### config.mk
export PLATFORM = sky130hd
export DESIGN_NAME = gated_sixteen_bit_timer
export DESIGN_NICKNAME = d
export VERILOG_FILES = /design/src/design/gated_timer_pkg.sv /design/src/design/edge_source_if.sv /design/src/design/count_edge_source.sv /design/src/design/gated_sixteen_bit_timer.sv
export SDC_FILE = /design/constraint.sdc
export NUM_CORES = 1
export LEC_CHECK = 0
export ABC_AREA = 1
export BUFFER_PORTS_ARGS = -buffer_cell sky130_fd_sc_hd__buf_2
export CAP_MARGIN = 20
export CORE_MARGIN = 8
export CORE_UTILIZATION = 25
export CTS_CLUSTER_DIAMETER = 60
export DETAILED_ROUTE_END_ITERATION = 7
export PLACE_DENSITY = 0.53
export REMOVE_ABC_BUFFERS = 1
export SYNTH_ARGS = -nofsm -noshare
export SYNTH_HDL_FRONTEND = slang
export SYNTH_SLANG_ARGS = --single-unit
### constraint.sdc
create_clock -name clock_in -period 1.6 [get_ports clock_in]
set_clock_uncertainty 0.1 [all_clocks]
set_input_delay 0.08 -clock clock_in [delete_from_list [all_inputs] [get_ports clock_in]]
set_output_delay 0.08 -clock clock_in [all_outputs]
set_load 0.02 [all_outputs]
### src/design/gated_timer_pkg.sv
package gated_timer_pkg;

   // Bus geometry
   localparam int unsigned BUS_ADDR_W = 8;
   localparam int unsigned BUS_DATA_W = 32;

   // Register byte offsets, one aligned word each
   localparam logic [7:0] OFS_COUNT_LOW   = 8'h00;
   localparam logic [7:0] OFS_COUNT_HIGH  = 8'h04;
   localparam logic [7:0] OFS_TIMER_CTRL  = 8'h08;
   localparam logic [7:0] OFS_GATE_CTRL   = 8'h0c;
   localparam logic [7:0] OFS_IRQ_STATUS  = 8'h10;
   localparam logic [7:0] OFS_IRQ_MASK    = 8'h14;

   // Timer control field positions
   localparam int unsigned CTRL_TIMER_ON_BIT  = 0;
   localparam int unsigned CTRL_SYNC_BYP_BIT  = 2;
   localparam int unsigned CTRL_OSC_EN_BIT    = 3;
   localparam int unsigned CTRL_PRESCALE_LSB  = 4;
   localparam int unsigned CTRL_SOURCE_LSB    = 6;

   // Gate control field positions
   localparam int unsigned GATE_LEVEL_BIT     = 0;
   localparam int unsigned GATE_POL_BIT       = 6;
   localparam int unsigned GATE_EN_BIT        = 7;

   // Interrupt bit positions
   localparam int unsigned IRQ_OVERFLOW_BIT   = 0;

   // Reset values
   localparam logic [7:0]  TIMER_CTRL_RESET   = 8'h00;
   localparam logic [7:0]  GATE_CTRL_RESET    = 8'h00;
   localparam logic [15:0] COUNT_RESET        = 16'h0000;
   localparam logic [2:0]  PRESCALE_RESET     = 3'h0;

   // Counter clock source choices
   typedef enum logic [1:0] {
      SRC_SYSTEM   = 2'b00,
      SRC_PIN      = 2'b01,
      SRC_CRYSTAL  = 2'b10,
      SRC_NONE     = 2'b11
   } clock_source_e;

endpackage

### src/design/edge_source_if.sv
`timescale 1ns/10ps
interface edge_source_if;
   import gated_timer_pkg::*;

   clock_source_e source;
   logic          sync_bypass;
   logic          crystal_osc_enable;
   logic          sleep;
   logic          tick;
   logic          gate_level;
   logic          crystal_drive;

   modport counter (
      output source,
      output sync_bypass,
      output crystal_osc_enable,
      output sleep,
      input  tick,
      input  gate_level,
      input  crystal_drive
   );

   modport edge_side (
      input  source,
      input  sync_bypass,
      input  crystal_osc_enable,
      input  sleep,
      output tick,
      output gate_level,
      output crystal_drive
   );
endinterface

### src/design/count_edge_source.sv
`timescale 1ns/10ps
module count_edge_source
   import gated_timer_pkg::*;
(
   // Clock and reset
   input  wire logic       clock_in,
   input  wire logic       rst_b_in,
   // Pins
   input  wire logic       ext_clock_in,
   input  wire logic       crystal_in_pin,
   input  wire logic       gate_input,
   // Counter side
   edge_source_if.edge_side link
);

   logic [2:0] meta;
   logic [2:0] sync;
   logic [1:0] retimed;
   logic       level_prev;
   logic       level;
   logic       rise;
   logic       crystal_level;

   // Two-stage synchronisers for pin, crystal and gate
   always_ff @(posedge clock_in) begin
      if (!rst_b_in) begin
         meta <= 3'h0;
         sync <= 3'h0;
      end else begin
         meta <= {gate_input, crystal_in_pin, ext_clock_in};
         sync <= meta;
      end
   end

   // Extra stage aligns clocks to the phase clocks in synchronous mode
   always_ff @(posedge clock_in) begin
      if (!rst_b_in) begin
         retimed <= 2'h0;
      end else begin
         retimed <= sync[1:0];
      end
   end

   // Bypass skips the retiming stage, so a mode switch can drop or add one edge
   always_comb begin
      crystal_level = link.crystal_osc_enable &
                      (link.sync_bypass ? sync[1] : retimed[1]);
      level = 1'b0;
      unique case (link.source)
         SRC_PIN:     level = link.sync_bypass ? sync[0] : retimed[0];
         SRC_CRYSTAL: level = crystal_level;
         SRC_SYSTEM:  level = 1'b0;
         SRC_NONE:    level = 1'b0;
      endcase
   end

   // Edge memory for rising-edge detection
   always_ff @(posedge clock_in) begin
      if (!rst_b_in) begin
         level_prev <= 1'b0;
      end else begin
         level_prev <= level;
      end
   end

   assign rise = level & ~level_prev;

   // Synchronous counting stops in sleep, bypassed external counting goes on
   always_comb begin
      link.tick = 1'b0;
      unique case (link.source)
         SRC_SYSTEM:  link.tick = ~link.sleep;
         SRC_PIN:     link.tick = rise & (link.sync_bypass | ~link.sleep);
         SRC_CRYSTAL: link.tick = rise & (link.sync_bypass | ~link.sleep);
         SRC_NONE:    link.tick = 1'b0;
      endcase
   end

   assign link.gate_level = sync[2];

   // Inverting amplifier drive for the crystal, quiet when disabled
   always_ff @(posedge clock_in) begin
      if (!rst_b_in) begin
         link.crystal_drive <= 1'b0;
      end else begin
         link.crystal_drive <= link.crystal_osc_enable & ~sync[1];
      end
   end

endmodule

### src/design/gated_sixteen_bit_timer.sv
// Contract
// - Counter is one 16-bit value shown as high and low byte registers.
// - Two-bit prescale select divides the counter input clock by 1, 2, 4 or 8.
// - Prescale counter is hidden; writing either count byte clears it.
// - Oscillator enable starts the 32.768 kHz crystal source, which runs through sleep.
// - Overflow flag sets on rollover; software may preload FC00h to check the crystal.
// - Sync bypass counts the external clock without phase-clock synchronisation.
// - Bypassed external counting continues in sleep; overflow interrupt wakes the processor.
// - Mode switches may lose or add one increment.
// - Count byte reads while counting externally always return a valid byte.
// - With gating off the counter counts on every prescaled clock event.
// - Gate enable turns on gating; gate polarity picks the counting gate level.
// - While the gate allows counting, count on each rising clock edge.
// - Count when gate input equals polarity; hold the value otherwise.
//
// Register access over Avalon-MM and the register addresses are this design's own decisions.
`timescale 1ns/10ps
module gated_sixteen_bit_timer
   import gated_timer_pkg::*;
#(
   parameter int unsigned COUNT_WIDTH    = 16,
   parameter int unsigned PRESCALE_WIDTH = 3
)
(
   // Clock and reset
   input  wire logic                  clock_in,
   input  wire logic                  rst_b_in,
   // Avalon-MM slave
   input  wire logic [BUS_ADDR_W-1:0] avs_address_in,
   input  wire logic                  avs_read_in,
   input  wire logic                  avs_write_in,
   input  wire logic [BUS_DATA_W-1:0] avs_writedata_in,
   input  wire logic [3:0]            avs_byteenable_in,
   output logic      [BUS_DATA_W-1:0] avs_readdata_out,
   output logic                       avs_waitrequest_out,
   // Counter pins
   input  wire logic                  ext_clock_in,
   input  wire logic                  crystal_in_pin,
   output logic                       crystal_out_pin,
   input  wire logic                  gate_input,
   // Power state and interrupt
   input  wire logic                  sleep_in,
   output logic                       irq_out
);

   // Byte-wide register view only fits a 16-bit counter and 3-bit prescaler
   if (COUNT_WIDTH != 16) begin
      $error("COUNT_WIDTH must be 16");
   end
   if (PRESCALE_WIDTH != 3) begin
      $error("PRESCALE_WIDTH must be 3");
   end

   // Every control field must sit in the one byte that the bus writes
   if (CTRL_SOURCE_LSB > 6 || CTRL_PRESCALE_LSB > 6) begin
      $error("timer control fields leave the byte");
   end
   if (GATE_EN_BIT > 7 || GATE_POL_BIT > 7 || GATE_LEVEL_BIT != 0) begin
      $error("gate control fields leave the byte");
   end
   if (IRQ_OVERFLOW_BIT > 7) begin
      $error("overflow bit leaves the byte");
   end

   // Read data carries at least one byte, offsets fit the address
   if (BUS_DATA_W < 8) begin
      $error("bus data narrower than a byte");
   end
   if (BUS_ADDR_W != 8) begin
      $error("offsets are eight bits wide");
   end
   if (OFS_COUNT_LOW == OFS_COUNT_HIGH) begin
      $error("count bytes share an offset");
   end

   edge_source_if link ();

   // Register state, software-visible apart from the prescale count
   logic [7:0]                timer_control_reg;
   logic [7:0]                gate_control_reg;
   logic [COUNT_WIDTH-1:0]    count;
   logic [PRESCALE_WIDTH-1:0] prescale_count;
   logic                      overflow_flag;
   logic                      overflow_mask;

   // Bus handshake
   logic                      ack;
   logic                      bus_request;
   logic                      write_strobe;
   logic                      low_lane_write;

   // Decoded control fields
   logic                      timer_on;
   logic                      sync_bypass;
   logic                      crystal_osc_enable;
   logic [1:0]                prescale_select;
   logic                      gate_enable;
   logic                      gate_polarity;

   // Count path and read data
   logic                      gate_open;
   logic                      count_event;
   logic [PRESCALE_WIDTH-1:0] prescale_limit;
   logic                      prescale_done;
   logic                      increment;
   logic                      overflow_event;
   logic                      count_low_write;
   logic                      count_high_write;
   logic [BUS_DATA_W-1:0]     next_readdata;

   // Address selects
   logic                      sel_count_low;
   logic                      sel_count_high;
   logic                      sel_timer_ctrl;
   logic                      sel_gate_ctrl;
   logic                      sel_irq_status;
   logic                      sel_irq_mask;

   // Write strobes, next count and byte views
   logic                      timer_ctrl_write;
   logic                      gate_ctrl_write;
   logic                      mask_write;
   logic                      overflow_clear;
   logic [COUNT_WIDTH-1:0]    next_count;
   logic [7:0]                count_low_byte;
   logic [7:0]                count_high_byte;

   // Field decode
   assign timer_on           = timer_control_reg[CTRL_TIMER_ON_BIT];
   assign sync_bypass        = timer_control_reg[CTRL_SYNC_BYP_BIT];
   assign crystal_osc_enable = timer_control_reg[CTRL_OSC_EN_BIT];
   assign prescale_select    = timer_control_reg[CTRL_PRESCALE_LSB +: 2];
   assign gate_enable        = gate_control_reg[GATE_EN_BIT];
   assign gate_polarity      = gate_control_reg[GATE_POL_BIT];

   // Settings toward the edge source
   assign link.source             = clock_source_e'(timer_control_reg[CTRL_SOURCE_LSB +: 2]);
   assign link.sync_bypass        = sync_bypass;
   assign link.crystal_osc_enable = crystal_osc_enable;
   assign link.sleep              = sleep_in;

   count_edge_source u_edge (
      .clock_in       (clock_in),
      .rst_b_in       (rst_b_in),
      .ext_clock_in   (ext_clock_in),
      .crystal_in_pin (crystal_in_pin),
      .gate_input     (gate_input),
      .link           (link)
   );

   assign crystal_out_pin = link.crystal_drive;

   // Avalon handshake: one wait cycle, then the request is taken
   assign bus_request         = avs_read_in | avs_write_in;
   assign avs_waitrequest_out = bus_request & ~ack;
   assign write_strobe        = avs_write_in & ack;
   assign low_lane_write      = write_strobe & avs_byteenable_in[0];
   assign count_low_write     = low_lane_write & sel_count_low;
   assign count_high_write    = low_lane_write & sel_count_high;
   assign timer_ctrl_write    = low_lane_write & sel_timer_ctrl;
   assign gate_ctrl_write     = low_lane_write & sel_gate_ctrl;
   assign mask_write          = low_lane_write & sel_irq_mask;
   assign overflow_clear      = low_lane_write & sel_irq_status
                              & avs_writedata_in[IRQ_OVERFLOW_BIT];

   // Address decode, one select per mapped register
   assign sel_count_low       = (avs_address_in == OFS_COUNT_LOW);
   assign sel_count_high      = (avs_address_in == OFS_COUNT_HIGH);
   assign sel_timer_ctrl      = (avs_address_in == OFS_TIMER_CTRL);
   assign sel_gate_ctrl       = (avs_address_in == OFS_GATE_CTRL);
   assign sel_irq_status      = (avs_address_in == OFS_IRQ_STATUS);
   assign sel_irq_mask        = (avs_address_in == OFS_IRQ_MASK);

   // Acknowledge lasts one cycle; a request held past it is taken again every second cycle
   always_ff @(posedge clock_in) begin
      if (!rst_b_in) begin
         ack <= 1'b0;
      end else begin
         ack <= bus_request & ~ack;
      end
   end

   // Timer control register
   always_ff @(posedge clock_in) begin
      if (!rst_b_in) begin
         timer_control_reg <= TIMER_CTRL_RESET;
      end else if (timer_ctrl_write) begin
         timer_control_reg <= avs_writedata_in[7:0];
      end
   end

   // Gate control register, level bit is read-only
   always_ff @(posedge clock_in) begin
      if (!rst_b_in) begin
         gate_control_reg <= GATE_CTRL_RESET;
      end else if (gate_ctrl_write) begin
         gate_control_reg <= {avs_writedata_in[7:1], 1'b0};
      end
   end

   // Gate: free running when disabled, else gate must match polarity
   assign gate_open = ~gate_enable
                    | (link.gate_level == gate_polarity);

   // A gated-off clock edge is dropped before the prescaler
   assign count_event = timer_on & gate_open & link.tick;

   // Prescale terminal value for divide by 1, 2, 4 or 8
   always_comb begin
      unique case (prescale_select)
         2'b00: prescale_limit = 3'h0;
         2'b01: prescale_limit = 3'h1;
         2'b10: prescale_limit = 3'h3;
         2'b11: prescale_limit = 3'h7;
      endcase
   end

   assign prescale_done = (prescale_count >= prescale_limit);
   assign increment     = count_event & prescale_done;

   // Prescaler is not mapped; a count byte write restarts it
   always_ff @(posedge clock_in) begin
      if (!rst_b_in) begin
         prescale_count <= PRESCALE_RESET;
      end else if (count_low_write || count_high_write) begin
         prescale_count <= PRESCALE_RESET;
      end else if (count_event) begin
         if (prescale_done) begin
            prescale_count <= PRESCALE_RESET;
         end else begin
            prescale_count <= prescale_count + 3'h1;
         end
      end
   end

   assign overflow_event = increment & (&count);

   // Plain binary carry, so the high byte steps on a low-byte rollover
   assign next_count     = count + 16'h0001;

   // Counter; a byte write wins over a coinciding increment
   always_ff @(posedge clock_in) begin
      if (!rst_b_in) begin
         count <= COUNT_RESET;
      end else if (count_low_write) begin
         count[7:0] <= avs_writedata_in[7:0];
      end else if (count_high_write) begin
         count[15:8] <= avs_writedata_in[7:0];
      end else if (increment) begin
         count <= next_count;
      end
   end

   // Overflow status, write one to clear; a new overflow beats the clear
   always_ff @(posedge clock_in) begin
      if (!rst_b_in) begin
         overflow_flag <= 1'b0;
      end else if (overflow_event) begin
         overflow_flag <= 1'b1;
      end else if (overflow_clear) begin
         overflow_flag <= 1'b0;
      end
   end

   // Interrupt mask
   always_ff @(posedge clock_in) begin
      if (!rst_b_in) begin
         overflow_mask <= 1'b0;
      end else if (mask_write) begin
         overflow_mask <= avs_writedata_in[IRQ_OVERFLOW_BIT];
      end
   end

   // Level interrupt doubles as the wake request in sleep
   assign irq_out = overflow_flag & overflow_mask;

   // Byte views of the one count value
   assign count_low_byte  = count[7:0];
   assign count_high_byte = count[15:8];

   // Read mux; unmapped offsets read as zero
   always_comb begin
      next_readdata = '0;
      unique case (avs_address_in)
         OFS_COUNT_LOW:  next_readdata[7:0] = count_low_byte;
         OFS_COUNT_HIGH: next_readdata[7:0] = count_high_byte;
         OFS_TIMER_CTRL: next_readdata[7:0] = timer_control_reg;
         OFS_GATE_CTRL:  next_readdata[7:0] = {gate_control_reg[7:1], link.gate_level};
         OFS_IRQ_STATUS: next_readdata[IRQ_OVERFLOW_BIT] = overflow_flag;
         OFS_IRQ_MASK:   next_readdata[IRQ_OVERFLOW_BIT] = overflow_mask;
         default:        next_readdata = '0;
      endcase
   end

   // Read data registered in the wait cycle, so a byte is never torn
   always_ff @(posedge clock_in) begin
      if (!rst_b_in) begin
         avs_readdata_out <= '0;
      end else if (avs_read_in && !ack) begin
         avs_readdata_out <= next_readdata;
      end
   end

endmodule

==> flow_summary.json, run 1 <==
{
  "drc": 0,
  "finalCritPeriodShare_pct": 109.9,
  "syn-cell-area_sq_mm": 0.003283,
  "failed_checks": "setup timing",
  "synth-seq-cells": 55,
  "setup_viol": 20,
  "clkSlewWorstSetupHoldPaths_ns": 0.08,
  "syn_avg_cell_area_sq_um": 6.897,
  "io_buffers": 35,
  "nets": 622,
  "ys_seq_area_share_pct": 33.54,
  "setup_tns_ns": -2.525,
  "grt_pass1_wl_um": 15540,
  "rsz0062_at_grt": "yes",
  "clk_latency_ns": 0.30,
  "irDropWorstVdd_v": 0.0003529,
  "synth_most_common_cell": "nand2_1",
  "totalWireLength_um": 9806,
  "holdPathEnd": "timer_control_reg[0]",
  "fillers": 1418,
  "drt-initial-drc-count": 240,
  "critical_path_class": "register to register",
  "hold_violations": 0,
  "place_inst": 722,
  "cts_buffers": 5,
  "syn_inst": 476,
  "cp_max_fo": 3,
  "reg2reg_depth": 8,
  "multi_input_area_sq_mm": 0.002006,
  "max_freq_mhz": 568.7,
  "placed_area_sq_mm": 0.003881,
  "synthFlopType": "dfxtp_1",
  "cts_tree": "done",
  "whs_path_depth": 3,
  "via_per_inst": 4.429,
  "syn2layout_area_growth_pct": 32.51,
  "via_count": 3273,
  "power_per_cell_area_mw_per_mm2": 639.9,
  "min_from": "avs_writedata_in[0]",
  "status": "complete, but fails checks",
  "p_leak_nw": 1.885,
  "slew_viol_final": 0,
  "yosys.area.top_type": "dfxtp_1",
  "die_w_um": 130.6,
  "antenna_found_initial": 0,
  "core_area_sq_mm": 0.01303,
  "r2r_slack_ns": -0.16,
  "stdcell_count": 739,
  "worst_hold_slack_ns": 0.004001,
  "die_h_um": 130.6,
  "synth_common_cells": "nand2_1 (97), dfxtp_1 (55), inv_1 (50)",
  "cts_max_level": 2,
  "hpwlAfterDp_um": 7396,
  "grt_start_max_net_pins": 35,
  "r2r_start": "timer_control_reg[5]",
  "yosysTopAreaCellShare_pct": 33.54,
  "power.total_mw": 2.784,
  "synth-edff-count": 0,
  "clock_path_buffers": 2,
  "first_global_vias": 3059,
  "postLayoutCellArea_sq_mm": 0.004350,
  "largest_reg_flops": 16,
  "gp_congestion": 0.8555,
  "grt-ovfl-total": 0,
  "wl_per_cell_um": 13.27,
  "track_usage_pct": 11.50,
  "boundaryPins": 87,
  "r2r_end": "prescale_count[2]",
  "crit_required_ns": 1.69,
  "first_pass_iters": 5,
  "insertedDiodeCount": 0,
  "rows": 42,
  "synth_cell_types": 35,
  "fin_ws_ns": -0.1583,
  "layout_min_cycle_time_ns": 1.758,
  "initial_utilization_pct": 25.19,
  "ff_latch_area_sq_mm": 0.001109,
  "cts_root_buffer": "clkbuf_16",
  "hold_class": "input pin to register",
  "arrival_ns": 1.84,
  "drive_gt1_share_pct": 31.26,
  "yosysWarnings": 0,
  "max-cap-violations": 0,
  "start_kind": "register",
  "dieArea_sq_mm": 0.01706,
  "drtAntennaViolNets": 0,
  "cts_sinks": 55,
  "async_flop_share_pct": 0,
  "end_kind": "register",
  "synth.area.top_cells": "dfxtp_1 (34%), nand2_1 (11%), o21ai_0 (6.1%)"
}
[layout by cell type, fill, tap and decap left out, types with 5 or more instances in the layout]
| master | instances |
|---|---|
| nand2_1 | 89 |
| dfxtp_1 | 51 |
| buf_4 | 46 |
| inv_1 | 45 |
| o21ai_0 | 40 |
| buf_2 | 35 |
| nor2_1 | 34 |
| a21oi_1 | 32 |
| nand3_1 | 29 |
| conb_1 | 24 |
| inv_2 | 14 |
| nand2_2 | 13 |
| nand3_2 | 11 |
| nor2_2 | 9 |
| xor2_1 | 7 |
| nor3_1 | 6 |
| o21ai_1 | 6 |
| o22ai_1 | 6 |
| dlygate4sd3_1 | 6 |
| nor3_2 | 5 |
| nand4_1 | 5 |
| a21oi_2 | 5 |
| clkbuf_16 | 5 |
[timing repair]
item                                   CTS  global route
setup endpoints to repair               20            22
gates cloned                             1             0
resized for setup                       25            30
hold buffers                             6             0
endpoints found under the hold margin    6             0
pin swaps                               10            17
setup buffers                            1             2
[worst max-delay path, cell delays in order (launching register included)]
cell and delay [ns]:
dfxtp_4 0.37, nand2_4 0.06, ha_4 0.30, nand2_4 0.05, o211ai_4 0.23, nand3_4 0.14, buf_4 0.16, nand4_1 0.16
nor2_1 0.07
[cell type report]
cell class              count  area share (%)
multi-input cells         348           46.10
flip-flops and latches     55           25.48
repair buffers             90           14.32
inverters                  62           5.436
well taps                 176           5.062
clock buffers               5           2.876
clock inverters             3          0.7190
[worst max-delay path by stage]
stage | startpoint | to | slack (ns)
finish | timer_control_reg[5] | prescale_count[2] | -0.16
global route | timer_control_reg[6] | count[13] | -0.31
CTS | timer_control_reg[6] | count[8] | -0.20
detailed placement | timer_control_reg[6] | count[13] | -0.24
global placement | timer_control_reg[6] | count[15] | -0.17
floorplan | timer_control_reg[6] | count[13] | -0.12
[cell families (layout without fill, tap and decap cells)]
group / count (synthesis) / in the layout / synth area share (%)
adders and majority gates: 8 / 8 / 3.049
xor gates and xnor gates: 7 / 7 / 1.867
and+or+nand+nor: 215 / 216 / 31.71
DFF: 55 / 55 / 33.54
buffers and inverters: 97 / 160 / 14.71
other: 1 / 24 / 0.1142
AOI/OAI and AO/OA: 93 / 93 / 15.02
[routing by layer]
layer  track usage [%]  vias to the layer above  share of wire (%)
met5                 0                        -                  0
met4             3.174                        0                1.4
met3             1.745                       10                6.9
met2             18.04                      107                 45
met1             16.00                     1487                 47
li1                  -                     1669                  -
[per-stage QoR]
stage	utilization (%)	setup WS, ns
final	33.38	-0.1583
after global routing	33.38	-0.3051
after CTS	32.37	-0.1994
after detailed placement	29.78	-0.2356
after global placement	29.78	-0.1684
after floorplan	-	-0.1181
[where the power goes]
part / internal [mW] / switching, mW / leakage (nW)
Clock: 0.607 / 0.566 / 0.0778
Combinational: 0.0659 / 0.162 / 1.36
Sequential: 1.38 / 0.00543 / 0.447
Total: 2.05 / 0.733 / 1.89
Power figures use the tool's default switching activity.
==> run 2: changes to the inputs <==
--- a/config.mk
+++ b/config.mk
@@ -12,7 +12,7 @@
 export CORE_UTILIZATION = 25
 export CTS_CLUSTER_DIAMETER = 60
 export DETAILED_ROUTE_END_ITERATION = 7
-export PLACE_DENSITY = 0.53
+export PLACE_DENSITY = 0.52
 export REMOVE_ABC_BUFFERS = 1
 export SYNTH_ARGS = -nofsm -noshare
 export SYNTH_HDL_FRONTEND = slang
==> constraint.sdc (replaced) <==
create_clock -name clock_in -period 2 [get_ports clock_in]
set_clock_uncertainty 0.1 [all_clocks]
set_input_delay 0.1 -clock clock_in [delete_from_list [all_inputs] [get_ports clock_in]]
set_output_delay 0.1 -clock clock_in [all_outputs]
set_load 0.02 [all_outputs]
==> flow_summary.json, run 2 (synthesized netlist as in run 1, its figures left out) <==
{
  "status": "finished clean",
  "placed_area_sq_mm": 0.003583,
  "cts_root_buffer": "clkbuf_16",
  "critical_path_class": "register to register",
  "largest_reg_flops": 16,
  "p_sw_mw": 0.5819,
  "cp_max_fo": 7,
  "max_slew_margin_pct": 56.36,
  "via_count": 3005,
  "internal-power_mw": 1.631,
  "rows": 42,
  "track_usage_pct": 10.21,
  "final_common_cell": "nand2_1",
  "hpwlAfterDp_um": 7097,
  "crit_required_ns": 2.06,
  "worstMarginPinSlew_ns": 0.6505,
  "cts_sinks": 55,
  "hold_class": "input pin to register",
  "p_leak_nw": 1.653,
  "clock_path_buffers": 2,
  "setup_viol": 0,
  "holdPathEnd": "ack",
  "rsz0062_at_grt": "no",
  "ff_latch_area_sq_mm": 0.001102,
  "critPathMaxStageDelay_ns": 0.35,
  "io_buffers": 35,
  "whs_path_depth": 3,
  "die_w_um": 130.6,
  "die_h_um": 130.6,
  "antenna_found_initial": 0,
  "gp_congestion": 0.8385,
  "place_inst": 684,
  "layout_common_cells": "nand2_1 (97), dfxtp_1 (54), inv_1 (50)",
  "dieArea_sq_mm": 0.01706,
  "drive_gt1_share_pct": 18.81,
  "worst_hold_slack_ns": 0.002228,
  "clk_latency_ns": 0.30,
  "crit_chain": "inv_1 -> ha_1 -> inv_1 -> nor3_2 -> nand3_2 -> nand2_4 -> nand4_4 -> buf_4 -> nand3_1 -> a21oi_1",
  "finalCritPeriodShare_pct": 92.77,
  "crit_family": "simple AND/OR/NAND/NOR gates",
  "first_pass_iters": 4,
  "clockPowerShare_pct": 42.6,
  "postLayoutCellArea_sq_mm": 0.003802,
  "drt-initial-drc-count": 143,
  "slew_viol_final": 0,
  "pwr-share-seq_pct": 50.1,
  "syn2layout_area_growth_pct": 15.82,
  "power_per_cell_area_mw_per_mm2": 581.9,
  "setup_tns_ns": 0,
  "first_global_vias": 2827,
  "cts_buffers": 5,
  "reg2reg_depth": 10,
  "layout_min_cycle_time_ns": 1.855,
  "end_kind": "register",
  "wl_per_cell_um": 12.64,
  "fillers": 1485,
  "max-cap-violations": 0,
  "crit_top_cell": "inv_1",
  "drc": 0,
  "path_depth": 10,
  "grt-ovfl-total": 0,
  "nets": 580,
  "r2r_slack_ns": 0.14,
  "via_per_inst": 4.311,
  "grt_pass1_wl_um": 13750,
  "path_buf_inv": 3,
  "cts_max_level": 2,
  "r2r_start": "timer_control_reg[6]",
  "irDropWorstVdd_v": 0.0006656,
  "r2r_end": "count[3]",
  "initial_utilization_pct": 25.19,
  "fin_ws_ns": 0.1446,
  "grt_start_max_net_pins": 27,
  "hold_violations": 0,
  "drtAntennaViolNets": 0,
  "core_area_sq_mm": 0.01303,
  "p_sw_share_pct": 26.30,
  "cts_tree": "done",
  "multi_input_area_sq_mm": 0.001802,
  "arrival_ns": 1.91,
  "power_frac_comb_pct": 7.3,
  "max_freq_mhz": 539.0,
  "totalWireLength_um": 8808,
  "pre_cts_ws_ns": 0.09591,
  "clkSlewWorstSetupHoldPaths_ns": 0.08,
  "stdcell_count": 697,
  "boundaryPins": 87,
  "crit_slowest_cell": "dfxtp_2",
  "start_kind": "register",
  "insertedDiodeCount": 0,
  "min_from": "avs_read_in"
}
## run 2: how the worst max path moves through the flow
| stage | start | endpoint | slack [ns] |
|---|---|---|---|
| 3_5_place_dp | timer_control_reg[6] | count[13] | 0.1 |
| 2_1_floorplan | timer_control_reg[6] | count[13] | 0.28 |
| 5_1_grt | timer_control_reg[6] | count[10] | 0.01 |
| 3_3_place_gp | timer_control_reg[6] | count[15] | 0.14 |
| 4_1_cts | timer_control_reg[6] | count[15] | 0.08 |
| 6_report | timer_control_reg[6] | count[3] | 0.14 |
## run 2: worst min-delay path: cells and delay by family
kind | cells | cell delay [ns]
and+or+nand+nor | 2 | 0.16
buffers and inverters | 1 | 0.09
## run 2: metal layers
layer	track usage (%)	wire, um	up-vias
met4	1.823	73	0
met3	1.664	300	4
li1	-	-	1581
met2	18.43	4464	60
met1	12.54	3969	1360
met5	0	0	-
## run 2: area by class of cell
type                    instances  area share (%)
clock buffers                   5           3.291
clock inverters                 3          0.8226
inverters                      62           6.153
multi-input cells             347           47.38
flip-flops and latches         55           28.99
well taps                     176           5.791
repair buffers                 49           7.568
## run 2: power by group through the flow
stage	Sequential [mW]	Combinational [mW]	Clock, mW
finish	1.11	0.161	0.943
global route	1.11	0.178	1.01
CTS	1.11	0.162	0.964
detailed placement	1.13	0.157	0
global placement	1.13	0.155	0
floorplan	1.14	0.0872	0
## run 2: metrics by stage
step                power (mW)  utilization, %
global route             2.301           29.18
finish                   2.213           29.18
detailed placement       1.292           27.50
CTS                      2.235           28.93
floorplan                1.223               -
global placement         1.289           27.50
## run 2: repair_timing
action | CTS | global route
setup endpoints to repair | 0 | 10
hold buffers | 3 | 0
gates resized for setup | 0 | 4
buffers inserted | 0 | 2
hold endpoints to repair | 3 | 0
